<file path="src/design/ffoc_pkg.sv">
/*
 * Shared constants and types for the FIFO flag and offset control block.
 * Assumes a single 200 MHz clock; the side clocks of the FIFO are carried
 * as one-cycle enable pulses on that clock.
 */
`default_nettype none

package ffoc_pkg;

	// ****************************************
	// FIFO geometry
	// ****************************************
	localparam int         DEPTH_DEF     = 512;
	localparam int         WIDTH_DEF     = 72;
	localparam int         OFS_W_DEF     = 9;
	localparam logic [8:0] EMPTY_OFS_RST = 9'h07F;
	localparam logic [8:0] FULL_OFS_RST  = 9'h07F;
	localparam int         MRST_CYC_DEF  = 4;

	// ****************************************
	// Host command codes and states
	// ****************************************
	typedef enum logic [2:0] {
		OP_NONE   = 3'b000,
		OP_MEM_WR = 3'b001,
		OP_MEM_RD = 3'b010,
		OP_OFS_WR = 3'b011,
		OP_OFS_RD = 3'b100,
		OP_SHIFT  = 3'b101,
		OP_MRST   = 3'b110,
		OP_PRST   = 3'b111
	} ffoc_op_type;

	typedef enum logic [2:0] {
		ST_IDLE  = 3'b000,
		ST_SETUP = 3'b001,
		ST_PULSE = 3'b010,
		ST_CAPT  = 3'b011,
		ST_RESET = 3'b100
	} ffoc_state_type;

	// ****************************************
	// Host register map
	// ****************************************
	localparam int          ADDR_W     = 12;
	localparam logic [11:0] REG_CMD    = 12'h000;
	localparam logic [11:0] REG_WD0    = 12'h004;
	localparam logic [11:0] REG_WD1    = 12'h008;
	localparam logic [11:0] REG_WD2    = 12'h00C;
	localparam logic [11:0] REG_RD0    = 12'h010;
	localparam logic [11:0] REG_RD1    = 12'h014;
	localparam logic [11:0] REG_RD2    = 12'h018;
	localparam logic [11:0] REG_FLAGS  = 12'h01C;
	localparam logic [11:0] REG_IRQ_ST = 12'h020;
	localparam logic [11:0] REG_IRQ_CL = 12'h024;
	localparam logic [11:0] REG_IRQ_EN = 12'h028;

	localparam int CMD_OP_LSB = 0;
	localparam int CMD_SI_BIT = 3;
	localparam int CMD_SEL    = 4;
	localparam int CMD_FIRST_WORD_THROUGH_MODE   = 5;

	localparam int IRQ_DONE  = 0;
	localparam int IRQ_FULL  = 1;
	localparam int IRQ_EMPTY = 2;
	localparam int IRQ_W     = 3;

	localparam logic [1:0] RESP_OKAY   = 2'h0;
	localparam logic [1:0] RESP_SLVERR = 2'h2;

endpackage : ffoc_pkg

`default_nettype wire

</file>
<file path="src/design/ffoc_if.sv">
/*
 * Pin-level link between the FIFO flag/offset device and its controller.
 * Assumes both ends run on the same aclk; side clocks are enable pulses.
 */
`timescale 1ns/100ps
`default_nettype none

interface ffoc_if #(
	parameter int WIDTH = 72,
	parameter int OW    = 9
) ();
	logic             master_reset_n;
	logic             partial_reset_n;
	logic             first_word_through_mode;
	logic             offset_access_sel;
	logic             write_request_n;
	logic             read_request_n;
	logic             serial_load_n;
	logic             write_side_clk_en;
	logic             read_side_clk_en;
	logic             serial_clk_en;
	logic             serial_in_bit;
	logic [WIDTH-1:0] input_bus;
	logic [WIDTH-1:0] output_bus;
	logic             empty_flag;
	logic             almost_empty;
	logic             half_level;
	logic             almost_full;
	logic             full_flag;
	logic             output_valid_n;
	logic             input_room_n;

	modport device (
		input  master_reset_n, partial_reset_n, first_word_through_mode,
		input  offset_access_sel, write_request_n, read_request_n, serial_load_n,
		input  write_side_clk_en, read_side_clk_en, serial_clk_en,
		input  serial_in_bit, input_bus,
		output output_bus, empty_flag, almost_empty, half_level,
		output almost_full, full_flag, output_valid_n, input_room_n
	);

	modport host (
		output master_reset_n, partial_reset_n, first_word_through_mode,
		output offset_access_sel, write_request_n, read_request_n, serial_load_n,
		output write_side_clk_en, read_side_clk_en, serial_clk_en,
		output serial_in_bit, input_bus,
		input  output_bus, empty_flag, almost_empty, half_level,
		input  almost_full, full_flag, output_valid_n, input_room_n
	);
endinterface : ffoc_if

`default_nettype wire

</file>
<file path="src/design/ffoc_host.sv">
/*
 * Controller end: AXI4-Lite register slave that turns command writes into
 * pin sequences on the FIFO link and reports flags and interrupts.
 * Assumes the device samples pins on the same aclk.
 */
// Design decisions made here: the AXI4-Lite slave port and the placing of the registers.
`timescale 1ns/100ps
`default_nettype none

module ffoc_host
	import ffoc_pkg::*;
#(
	parameter int WIDTH    = ffoc_pkg::WIDTH_DEF,
	parameter int MRST_CYC = ffoc_pkg::MRST_CYC_DEF
) (
	input  wire logic              aclk,
	input  wire logic              aresetn,
	input  wire logic [ADDR_W-1:0] s_axi_awaddr,
	input  wire logic              s_axi_awvalid,
	output logic                   s_axi_awready,
	input  wire logic [31:0]       s_axi_wdata,
	input  wire logic [3:0]        s_axi_wstrb,
	input  wire logic              s_axi_wvalid,
	output logic                   s_axi_wready,
	output logic [1:0]             s_axi_bresp,
	output logic                   s_axi_bvalid,
	input  wire logic              s_axi_bready,
	input  wire logic [ADDR_W-1:0] s_axi_araddr,
	input  wire logic              s_axi_arvalid,
	output logic                   s_axi_arready,
	output logic [31:0]            s_axi_rdata,
	output logic [1:0]             s_axi_rresp,
	output logic                   s_axi_rvalid,
	input  wire logic              s_axi_rready,
	output logic                   irq,
	ffoc_if.host                   link
);
	import ffoc_pkg::*;

	logic [ADDR_W-1:0] aw_addr_q;
	logic              aw_hold_q;
	logic [31:0]       w_data_q;
	logic [3:0]        w_strb_q;
	logic              w_hold_q;
	logic              wr_fire;
	logic [95:0]       wd_q;
	logic [95:0]       rd_q;
	logic [IRQ_W-1:0]  irq_st_q;
	logic [IRQ_W-1:0]  irq_en_q;
	logic [IRQ_W-1:0]  ev;
	logic              full_now;
	logic              empty_now;
	logic              full_prev_q;
	logic              empty_prev_q;
	ffoc_state_type    state_q;
	ffoc_op_type       op_q;
	logic [7:0]        cnt_q;
	logic              start;
	logic              done;

	// ****************************************
	// AXI4-Lite write path
	// ****************************************
	assign s_axi_awready = ~aw_hold_q & ~s_axi_bvalid;
	assign s_axi_wready  = ~w_hold_q & ~s_axi_bvalid;
	assign wr_fire       = aw_hold_q & w_hold_q;
	assign start         = wr_fire && aw_addr_q == REG_CMD && w_strb_q[0] && state_q == ST_IDLE;

	always_ff @(posedge aclk) begin
		if (!aresetn) begin
			aw_hold_q <= 1'b0;
			w_hold_q  <= 1'b0;
			aw_addr_q <= '0;
			w_data_q  <= '0;
			w_strb_q  <= '0;
		end else if (wr_fire) begin
			aw_hold_q <= 1'b0;
			w_hold_q  <= 1'b0;
		end else begin
			if (s_axi_awvalid && s_axi_awready) begin
				aw_hold_q <= 1'b1;
				aw_addr_q <= s_axi_awaddr;
			end
			if (s_axi_wvalid && s_axi_wready) begin
				w_hold_q <= 1'b1;
				w_data_q <= s_axi_wdata;
				w_strb_q <= s_axi_wstrb;
			end
		end
	end

	always_ff @(posedge aclk) begin
		if (!aresetn) begin
			s_axi_bvalid <= 1'b0;
			s_axi_bresp  <= RESP_OKAY;
		end else if (wr_fire) begin
			s_axi_bvalid <= 1'b1;
			if (aw_addr_q == REG_CMD || aw_addr_q == REG_WD0 || aw_addr_q == REG_WD1
				|| aw_addr_q == REG_WD2 || aw_addr_q == REG_IRQ_CL || aw_addr_q == REG_IRQ_EN) begin
				s_axi_bresp <= RESP_OKAY;
			end else begin
				s_axi_bresp <= RESP_SLVERR;
			end
		end else if (s_axi_bready) begin
			s_axi_bvalid <= 1'b0;
		end
	end

	// Write data words with byte strobes
	always_ff @(posedge aclk) begin
		if (!aresetn) begin
			wd_q <= '0;
		end else if (wr_fire) begin
			for (int b = 0; b < 4; b++) begin
				if (w_strb_q[b] && aw_addr_q == REG_WD0) begin
					wd_q[b*8 +: 8] <= w_data_q[b*8 +: 8];
				end else if (w_strb_q[b] && aw_addr_q == REG_WD1) begin
					wd_q[32 + b*8 +: 8] <= w_data_q[b*8 +: 8];
				end else if (w_strb_q[b] && aw_addr_q == REG_WD2) begin
					wd_q[64 + b*8 +: 8] <= w_data_q[b*8 +: 8];
				end
			end
		end
	end

	// ****************************************
	// Interrupts
	// ****************************************
	assign full_now  = link.first_word_through_mode ? link.input_room_n : ~link.full_flag;
	assign empty_now = link.first_word_through_mode ? link.output_valid_n : ~link.empty_flag;
	assign ev        = {empty_now & ~empty_prev_q, full_now & ~full_prev_q, done};
	assign irq       = |(irq_st_q & irq_en_q);

	always_ff @(posedge aclk) begin
		if (!aresetn) begin
			full_prev_q  <= 1'b0;
			empty_prev_q <= 1'b1;
		end else begin
			full_prev_q  <= full_now;
			empty_prev_q <= empty_now;
		end
	end

	always_ff @(posedge aclk) begin
		if (!aresetn) begin
			irq_st_q <= '0;
		end else if (wr_fire && aw_addr_q == REG_IRQ_CL && w_strb_q[0]) begin
			irq_st_q <= (irq_st_q & ~w_data_q[IRQ_W-1:0]) | ev;
		end else begin
			irq_st_q <= irq_st_q | ev;
		end
	end

	always_ff @(posedge aclk) begin
		if (!aresetn) begin
			irq_en_q <= '0;
		end else if (wr_fire && aw_addr_q == REG_IRQ_EN && w_strb_q[0]) begin
			irq_en_q <= w_data_q[IRQ_W-1:0];
		end
	end

	// ****************************************
	// AXI4-Lite read path
	// ****************************************
	assign s_axi_arready = ~s_axi_rvalid;

	always_ff @(posedge aclk) begin
		if (!aresetn) begin
			s_axi_rvalid <= 1'b0;
			s_axi_rdata  <= '0;
			s_axi_rresp  <= RESP_OKAY;
		end else if (s_axi_arvalid && s_axi_arready) begin
			s_axi_rvalid <= 1'b1;
			s_axi_rresp  <= RESP_OKAY;
			s_axi_rdata  <= '0;
			if (s_axi_araddr == REG_RD0) begin
				s_axi_rdata <= rd_q[31:0];
			end else if (s_axi_araddr == REG_RD1) begin
				s_axi_rdata <= rd_q[63:32];
			end else if (s_axi_araddr == REG_RD2) begin
				s_axi_rdata <= rd_q[95:64];
			end else if (s_axi_araddr == REG_FLAGS) begin
				s_axi_rdata <= {24'h000000, state_q != ST_IDLE, link.input_room_n,
					link.output_valid_n, link.full_flag, link.almost_full,
					link.half_level, link.almost_empty, link.empty_flag};
			end else if (s_axi_araddr == REG_IRQ_ST) begin
				s_axi_rdata <= 32'(irq_st_q);
			end else if (s_axi_araddr == REG_IRQ_EN) begin
				s_axi_rdata <= 32'(irq_en_q);
			end else begin
				s_axi_rresp <= RESP_SLVERR;
			end
		end else if (s_axi_rready) begin
			s_axi_rvalid <= 1'b0;
		end
	end

	// ****************************************
	// Link sequencer
	// ****************************************
	assign done = (state_q == ST_CAPT) || (state_q == ST_RESET && cnt_q == '0);
	assign link.input_bus = wd_q[WIDTH-1:0];

	always_ff @(posedge aclk) begin
		if (!aresetn) begin
			state_q <= ST_IDLE;
			op_q    <= OP_NONE;
			cnt_q   <= '0;
		end else begin
			case (state_q)
				ST_IDLE: begin
					if (start) begin
						op_q    <= ffoc_op_type'(w_data_q[CMD_OP_LSB +: 3]);
						cnt_q   <= 8'(MRST_CYC - 1);
						state_q <= (w_data_q[CMD_OP_LSB +: 3] == OP_MRST) ? ST_RESET : ST_SETUP;
					end
				end
				ST_SETUP: state_q <= ST_PULSE;
				ST_PULSE: state_q <= ST_CAPT;
				ST_CAPT:  state_q <= ST_IDLE;
				ST_RESET: begin
					cnt_q <= cnt_q - 8'h01;
					if (cnt_q == '0) begin
						state_q <= ST_IDLE;
					end
				end
				default: state_q <= ST_IDLE;
			endcase
		end
	end

	// Request pins from flops; all high means no operation.
	always_ff @(posedge aclk) begin
		if (!aresetn || done) begin
			link.master_reset_n    <= 1'b1;
			link.partial_reset_n   <= 1'b1;
			link.offset_access_sel <= 1'b1;
			link.write_request_n   <= 1'b1;
			link.read_request_n    <= 1'b1;
			link.serial_load_n     <= 1'b1;
			link.serial_in_bit     <= 1'b0;
		end else if (start) begin
			link.serial_in_bit <= w_data_q[CMD_SI_BIT];
			case (ffoc_op_type'(w_data_q[CMD_OP_LSB +: 3]))
				OP_MEM_WR: link.write_request_n <= 1'b0;
				OP_MEM_RD: link.read_request_n <= 1'b0;
				OP_OFS_WR: begin
					link.offset_access_sel <= 1'b0;
					link.write_request_n   <= 1'b0;
				end
				OP_OFS_RD: begin
					link.offset_access_sel <= 1'b0;
					link.read_request_n    <= 1'b0;
				end
				OP_SHIFT: begin
					link.offset_access_sel <= 1'b0;
					link.serial_load_n     <= 1'b0;
				end
				OP_MRST: begin
					link.master_reset_n    <= 1'b0;
					link.offset_access_sel <= w_data_q[CMD_SEL];
				end
				OP_PRST:  link.partial_reset_n <= 1'b0;
				default:  link.serial_in_bit <= 1'b0;
			endcase
		end
	end

	always_ff @(posedge aclk) begin
		if (!aresetn) begin
			link.first_word_through_mode <= 1'b0;
		end else if (start && w_data_q[CMD_OP_LSB +: 3] == OP_MRST) begin
			link.first_word_through_mode <= w_data_q[CMD_FIRST_WORD_THROUGH_MODE];
		end
	end

	// Side clock enables, one cycle in ST_PULSE
	always_ff @(posedge aclk) begin
		if (!aresetn) begin
			link.write_side_clk_en <= 1'b0;
			link.read_side_clk_en  <= 1'b0;
			link.serial_clk_en     <= 1'b0;
		end else begin
			link.write_side_clk_en <= state_q == ST_SETUP && (op_q == OP_MEM_WR || op_q == OP_OFS_WR);
			link.read_side_clk_en  <= state_q == ST_SETUP && (op_q == OP_MEM_RD || op_q == OP_OFS_RD);
			link.serial_clk_en     <= state_q == ST_SETUP && op_q == OP_SHIFT;
		end
	end

	always_ff @(posedge aclk) begin
		if (!aresetn) begin
			rd_q <= '0;
		end else if (state_q == ST_CAPT && (op_q == OP_MEM_RD || op_q == OP_OFS_RD)) begin
			rd_q <= 96'(link.output_bus);
		end
	end

endmodule : ffoc_host

`default_nettype wire

</file>
<file path="src/flat_wrapper.sv">
// flat-port wrapper written by rule: the top's interface ports become plain ports
module ffoc_host_flat import ffoc_pkg::*;
#(
	parameter int WIDTH    = ffoc_pkg::WIDTH_DEF,
	parameter int MRST_CYC = ffoc_pkg::MRST_CYC_DEF
)
  (aclk, aresetn, s_axi_awaddr, s_axi_awvalid, s_axi_awready, s_axi_wdata, s_axi_wstrb, s_axi_wvalid, s_axi_wready, s_axi_bresp, s_axi_bvalid, s_axi_bready, s_axi_araddr, s_axi_arvalid, s_axi_arready, s_axi_rdata, s_axi_rresp, s_axi_rvalid, s_axi_rready, irq, link_master_reset_n, link_partial_reset_n, link_first_word_through_mode, link_offset_access_sel, link_write_request_n, link_read_request_n, link_serial_load_n, link_write_side_clk_en, link_read_side_clk_en, link_serial_clk_en, link_serial_in_bit, link_input_bus, link_output_bus, link_empty_flag, link_almost_empty, link_half_level, link_almost_full, link_full_flag, link_output_valid_n, link_input_room_n);
  ffoc_if #(.OW(4), .WIDTH(WIDTH)) link_i ();
  input  wire logic aclk;
  input  wire logic aresetn;
  input  wire logic [ADDR_W-1:0] s_axi_awaddr;
  input  wire logic s_axi_awvalid;
  output logic s_axi_awready;
  input  wire logic [31:0] s_axi_wdata;
  input  wire logic [3:0] s_axi_wstrb;
  input  wire logic s_axi_wvalid;
  output logic s_axi_wready;
  output logic [1:0] s_axi_bresp;
  output logic s_axi_bvalid;
  input  wire logic s_axi_bready;
  input  wire logic [ADDR_W-1:0] s_axi_araddr;
  input  wire logic s_axi_arvalid;
  output logic s_axi_arready;
  output logic [31:0] s_axi_rdata;
  output logic [1:0] s_axi_rresp;
  output logic s_axi_rvalid;
  input  wire logic s_axi_rready;
  output logic irq;
  output wire logic [$bits(link_i.master_reset_n)-1:0] link_master_reset_n;
  output wire logic [$bits(link_i.partial_reset_n)-1:0] link_partial_reset_n;
  output wire logic [$bits(link_i.first_word_through_mode)-1:0] link_first_word_through_mode;
  output wire logic [$bits(link_i.offset_access_sel)-1:0] link_offset_access_sel;
  output wire logic [$bits(link_i.write_request_n)-1:0] link_write_request_n;
  output wire logic [$bits(link_i.read_request_n)-1:0] link_read_request_n;
  output wire logic [$bits(link_i.serial_load_n)-1:0] link_serial_load_n;
  output wire logic [$bits(link_i.write_side_clk_en)-1:0] link_write_side_clk_en;
  output wire logic [$bits(link_i.read_side_clk_en)-1:0] link_read_side_clk_en;
  output wire logic [$bits(link_i.serial_clk_en)-1:0] link_serial_clk_en;
  output wire logic [$bits(link_i.serial_in_bit)-1:0] link_serial_in_bit;
  output wire logic [$bits(link_i.input_bus)-1:0] link_input_bus;
  input wire logic [$bits(link_i.output_bus)-1:0] link_output_bus;
  input wire logic [$bits(link_i.empty_flag)-1:0] link_empty_flag;
  input wire logic [$bits(link_i.almost_empty)-1:0] link_almost_empty;
  input wire logic [$bits(link_i.half_level)-1:0] link_half_level;
  input wire logic [$bits(link_i.almost_full)-1:0] link_almost_full;
  input wire logic [$bits(link_i.full_flag)-1:0] link_full_flag;
  input wire logic [$bits(link_i.output_valid_n)-1:0] link_output_valid_n;
  input wire logic [$bits(link_i.input_room_n)-1:0] link_input_room_n;
  assign link_master_reset_n = link_i.master_reset_n;
  assign link_partial_reset_n = link_i.partial_reset_n;
  assign link_first_word_through_mode = link_i.first_word_through_mode;
  assign link_offset_access_sel = link_i.offset_access_sel;
  assign link_write_request_n = link_i.write_request_n;
  assign link_read_request_n = link_i.read_request_n;
  assign link_serial_load_n = link_i.serial_load_n;
  assign link_write_side_clk_en = link_i.write_side_clk_en;
  assign link_read_side_clk_en = link_i.read_side_clk_en;
  assign link_serial_clk_en = link_i.serial_clk_en;
  assign link_serial_in_bit = link_i.serial_in_bit;
  assign link_input_bus = link_i.input_bus;
  assign link_i.output_bus = link_output_bus;
  assign link_i.empty_flag = link_empty_flag;
  assign link_i.almost_empty = link_almost_empty;
  assign link_i.half_level = link_half_level;
  assign link_i.almost_full = link_almost_full;
  assign link_i.full_flag = link_full_flag;
  assign link_i.output_valid_n = link_output_valid_n;
  assign link_i.input_room_n = link_input_room_n;
  ffoc_host #(.WIDTH(WIDTH), .MRST_CYC(MRST_CYC)) u_core (.aclk(aclk), .aresetn(aresetn), .s_axi_awaddr(s_axi_awaddr), .s_axi_awvalid(s_axi_awvalid), .s_axi_awready(s_axi_awready), .s_axi_wdata(s_axi_wdata), .s_axi_wstrb(s_axi_wstrb), .s_axi_wvalid(s_axi_wvalid), .s_axi_wready(s_axi_wready), .s_axi_bresp(s_axi_bresp), .s_axi_bvalid(s_axi_bvalid), .s_axi_bready(s_axi_bready), .s_axi_araddr(s_axi_araddr), .s_axi_arvalid(s_axi_arvalid), .s_axi_arready(s_axi_arready), .s_axi_rdata(s_axi_rdata), .s_axi_rresp(s_axi_rresp), .s_axi_rvalid(s_axi_rvalid), .s_axi_rready(s_axi_rready), .irq(irq), .link(link_i));
endmodule
</file>
<file path="config.mk">
export PLATFORM = sky130hd
export DESIGN_NAME = ffoc_host_flat
export DESIGN_NICKNAME = d
export VERILOG_FILES = /design/src/design/ffoc_pkg.sv /design/src/design/ffoc_if.sv /design/src/design/ffoc_host.sv /design/src/flat_wrapper.sv
export SDC_FILE = /design/constraint.sdc
export NUM_CORES = 1
export LEC_CHECK = 0
export ABC_AREA = 1
export BUFFER_PORTS_ARGS = -buffer_cell sky130_fd_sc_hd__buf_2
export CAP_MARGIN = 20
export CORE_MARGIN = 5
export CORE_UTILIZATION = 28
export DETAILED_ROUTE_END_ITERATION = 8
export PLACE_DENSITY = 0.53
export SYNTH_ARGS = -nofsm -noshare
export SYNTH_HDL_FRONTEND = slang
export SYNTH_SLANG_ARGS = --single-unit
</file>
<file path="constraint.sdc">
create_clock -name aclk -period 4.5 [get_ports aclk]
set_clock_uncertainty 0.1 [all_clocks]
set_input_delay 1.35 -clock aclk [delete_from_list [all_inputs] [get_ports aclk]]
set_output_delay 1.35 -clock aclk [all_outputs]
set_load 0.01 [all_outputs]
</file>
==> flow_metrics.py <==
metrics = {
    "synthesis": {
        "ys_types": 38,
        "async_flop_share_pct": 0,
        "synth_warnings": 0,
        "syn_avg_cell_area_sq_um": 7.771,
        "synth-main-ff-cell": "dfxtp_1",
        "syn_inst": 1330,
        "synth-edff-count": 0,
        "synth-seq-area-share_pct": 50.94,
        "ys_ff_latch": 263,
        "netlist_area_sq_um": 10330,
    },
    "setup_path": {
        "reg2reg_depth": 7,
        "r2r-end": "u_core.rd_q[60]$_SDFFE_PN0P_",
        "endpoint_kind": "register",
        "path_buf_inv": 3,
        "crit_required_ns": 4.89,
        "cp_top_family": "simple AND/OR/NAND/NOR gates",
        "cp_num_cells": 8,
        "r2r_slack_ns": 1.80,
        "start_kind": "primary input",
        "reg2reg_from": "u_core.op_q[2]$_SDFFE_PN0P_",
        "worstPathCellList": "buf_2 -> inv_1 -> nand2_1 -> nor3_1 -> nand2_1 -> o221ai_1 -> o211ai_1 -> inv_1",
        "cp_slowest_stage_delay_ns": 0.65,
        "path_max_fanout": 23,
        "worstSetupPathType": "in2reg",
        "critPathSlowestCell": "nand2_1",
        "cp.arrival_ns": 3.28,
    },
    "hold_path": {
        "min_path_type": "reg2reg",
        "hold_end": "u_core.wd_q[47]$_SDFFE_PN0P_",
        "min_from": "u_core.wd_q[47]$_SDFFE_PN0P_",
        "hold_depth": 2,
    },
    "grt": {
        "grt_overflow": 0,
        "antenna_found_initial": 4,
        "grt_max_degree": 97,
        "grt_pass1_wl_um": 49980,
        "grt_util_all_layers_pct": 14.64,
        "grt_pass1_vias": 9167,
    },
    "job": {
        "maxCapViolCount": 0,
    },
    "clock_tree": {
        "h-tree-depth": 1,
        "cts_hold_buf": 0,
        "cts_root_buffer": "clkbuf_16",
        "insertion_delay_ns": 0.55,
        "clk_pin_slew_ns": 0.06,
        "clock-sinks": 263,
        "cts_buffers": 30,
        "cts_resized": 0,
        "clockBufferDepth": 3,
        "cts_setup_buffers": 0,
        "cts_tree": "built",
    },
    "die": {
        "std_cell_rows": 70,
        "fp.dieH_um": 202.1,
        "start_util_pct": 28.30,
        "die_w_um": 202.1,
        "die_area_sq_um": 40850,
        "ios": 271,
        "coreArea_sq_um": 36520,
    },
    "power": {
        "p_leak_nw": 5.585,
        "power.density_nw_per_um2": 411.2,
        "sw_frac_of_total_pct": 23.29,
        "peakVddDrop_uv": 217.9,
        "power_frac_seq_pct": 45.7,
        "clkPwrFrac_pct": 47.3,
        "p_int_w": 0.004108,
        "total_power_w": 0.005356,
        "comb_power_share_pct": 7.0,
        "power.switching_w": 0.001247,
    },
    "finish": {
        "drive_gt1_share_pct": 22.60,
        "fillCellCount": 3946,
        "syn2layout_area_growth_pct": 26.02,
        "final_area_sq_um": 13020,
        "fin_nets": 1710,
        "layout_common_cells": "267 x buf_2, 263 x dfxtp_1, 193 x inv_1, 192 x o21ai_0, 182 x nor2_1",
        "mostFrequentLayoutCell": "buf_2",
    },
    "route": {
        "drtAntennaViolNets": 0,
        "vias": 9450,
        "viasPerCell": 4.603,
        "drtIter0Drc": 410,
        "drc": 0,
        "routedWlPerCell_um": 15.14,
        "dr.pass1.iters": 5,
        "wirelength_um": 31070,
    },
    "placed_design": {
        "port_buffers": 268,
        "place_area_sq_um": 11970,
        "finalWeightedCongestion": 0.8004,
        "hpwl_um": 21950,
    },
    "timing": {
        "setup_viol": 0,
        "fin_crit_sh_pct": 64.21,
        "rsz0062_at_grt": "false",
        "drv_slew": 0,
        "relSlewSlack_pct": 34.13,
        "period_minus_slack_ns": 2.890,
        "final-hold-violation-count": 0,
        "tightest_slew_ns": 0.9881,
        "tns_ns": 0,
        "achievable-frequency_mhz": 346.1,
    },
    "outcome": {
        "status": "complete, no violations",
    },
}
[flip-flops by register name (all words and copies together) (netlist names), 3 cells and up]
register / cells
u_core.w_strb_q: 4
u_core.cnt_q: 8
u_core.wd_q: 72
u_core.op_q: 3
u_core.rd_q: 72
u_core.w_data_q: 32
u_core.irq_st_q: 3
u_core.s_axi_rdata: 32
u_core.state_q: 3
u_core.aw_addr_q: 12
u_core.irq_en_q: 3
[worst max-delay path by stage]
stage	start	to	slack, ns
2_1_floorplan	s_axi_araddr[7]	u_core.s_axi_rdata[25]$_SDFFE_PN0P_	1.97
3_3_place_gp	s_axi_araddr[0]	u_core.s_axi_rdata[24]$_SDFFE_PN0P_	1.14
3_5_place_dp	s_axi_araddr[1]	u_core.s_axi_rdata[12]$_SDFFE_PN0P_	1.01
4_1_cts	s_axi_araddr[1]	u_core.s_axi_rdata[31]$_SDFFE_PN0P_	1.61
5_1_grt	s_axi_araddr[1]	u_core.s_axi_rdata[23]$_SDFFE_PN0P_	1.42
6_report	s_axi_araddr[1]	u_core.s_axi_rdata[12]$_SDFFE_PN0P_	1.61
[power by group through the flow]
stage	logic (W)	clock network [W]	registers [W]
after global placement	0.000370	0	0.00250
after global routing	0.000427	0.00272	0.00246
after CTS	0.000381	0.00263	0.00245
final	0.000374	0.00253	0.00245
after detailed placement	0.000379	0	0.00250
after floorplan	0.000220	0	0.00249
[cell usage after synthesis, types with 13 or more instances]
library cell	number	area (sq um)
o21ai_1	13	65.06
nand2_1	108	405.4
a211oi_1	17	127.6
o221ai_1	23	201.4
clkbuf_1	44	165.2
o21ai_0	192	960.9
nand3_1	27	135.1
dfxtp_1	263	5265
o211ai_1	26	195.2
nor2_1	182	683.2
buf_2	15	75.07
inv_1	193	724.4
a21oi_1	144	720.7
[area by class of cell]
class | instances | area [sq um] | area share (%)
Antenna cell | 1 | 2.502 | 0.01921
Clock buffer | 45 | 918.4 | 7.052
Clock inverter | 9 | 130.1 | 0.9991
Inverter | 202 | 758.2 | 5.822
Multi-Input combinational cell | 792 | 3946 | 30.30
Sequential cell | 263 | 5265 | 40.43
Tap cell | 468 | 585.6 | 4.496
Timing Repair Buffer | 273 | 1418 | 10.88
[cells by family after synthesis]
| kind of cell | count (synthesis) | share of synthesized area, % |
|---|---|---|
| DFF | 263 | 50.94 |
| AOI/OAI and AO/OA | 423 | 22.58 |
| other | 1 | 0.03628 |
| xor gates and xnor gates | 1 | 0.08476 |
| and+or+nand+nor | 364 | 15.18 |
| adders and majority gates | 2 | 0.2421 |
| buffers and inverters | 276 | 10.93 |
[stage by stage]
stage	setup slack, ns	util (%)	hold WS [ns]	instances
floorplan	1.967	-	0.3245	1331
global placement	1.142	32.71	0.3301	1997
detailed placement	1.014	32.78	0.3344	1998
CTS	1.609	35.65	0.3437	2052
global route	1.423	35.65	0.3557	2052
finish	1.610	35.66	0.3411	2053
[worst register-to-register path, delay by kind of cell (launching register included)]
family | cells | cell delay [ns]
buf+inv | 2 | 0.89
flops | 1 | 0.40
compound gates | 2 | 0.41
simple gates | 2 | 0.59
xor+xnor | 1 | 0.17
[per-layer routing]
layer / global-route usage [%] / wire length (um) / share of wire (%) / vias up
met2: 23.46 / 13880 / 45 / 256
li1: - / - / - / 4834
met4: 3.298 / 430 / 1.4 / 6
met3: 3.385 / 2055 / 6.6 / 34
met1: 20.20 / 14660 / 47 / 4320
met5: 0 / 41 / 0.13 / -
(Power assumes the default switching activity.)
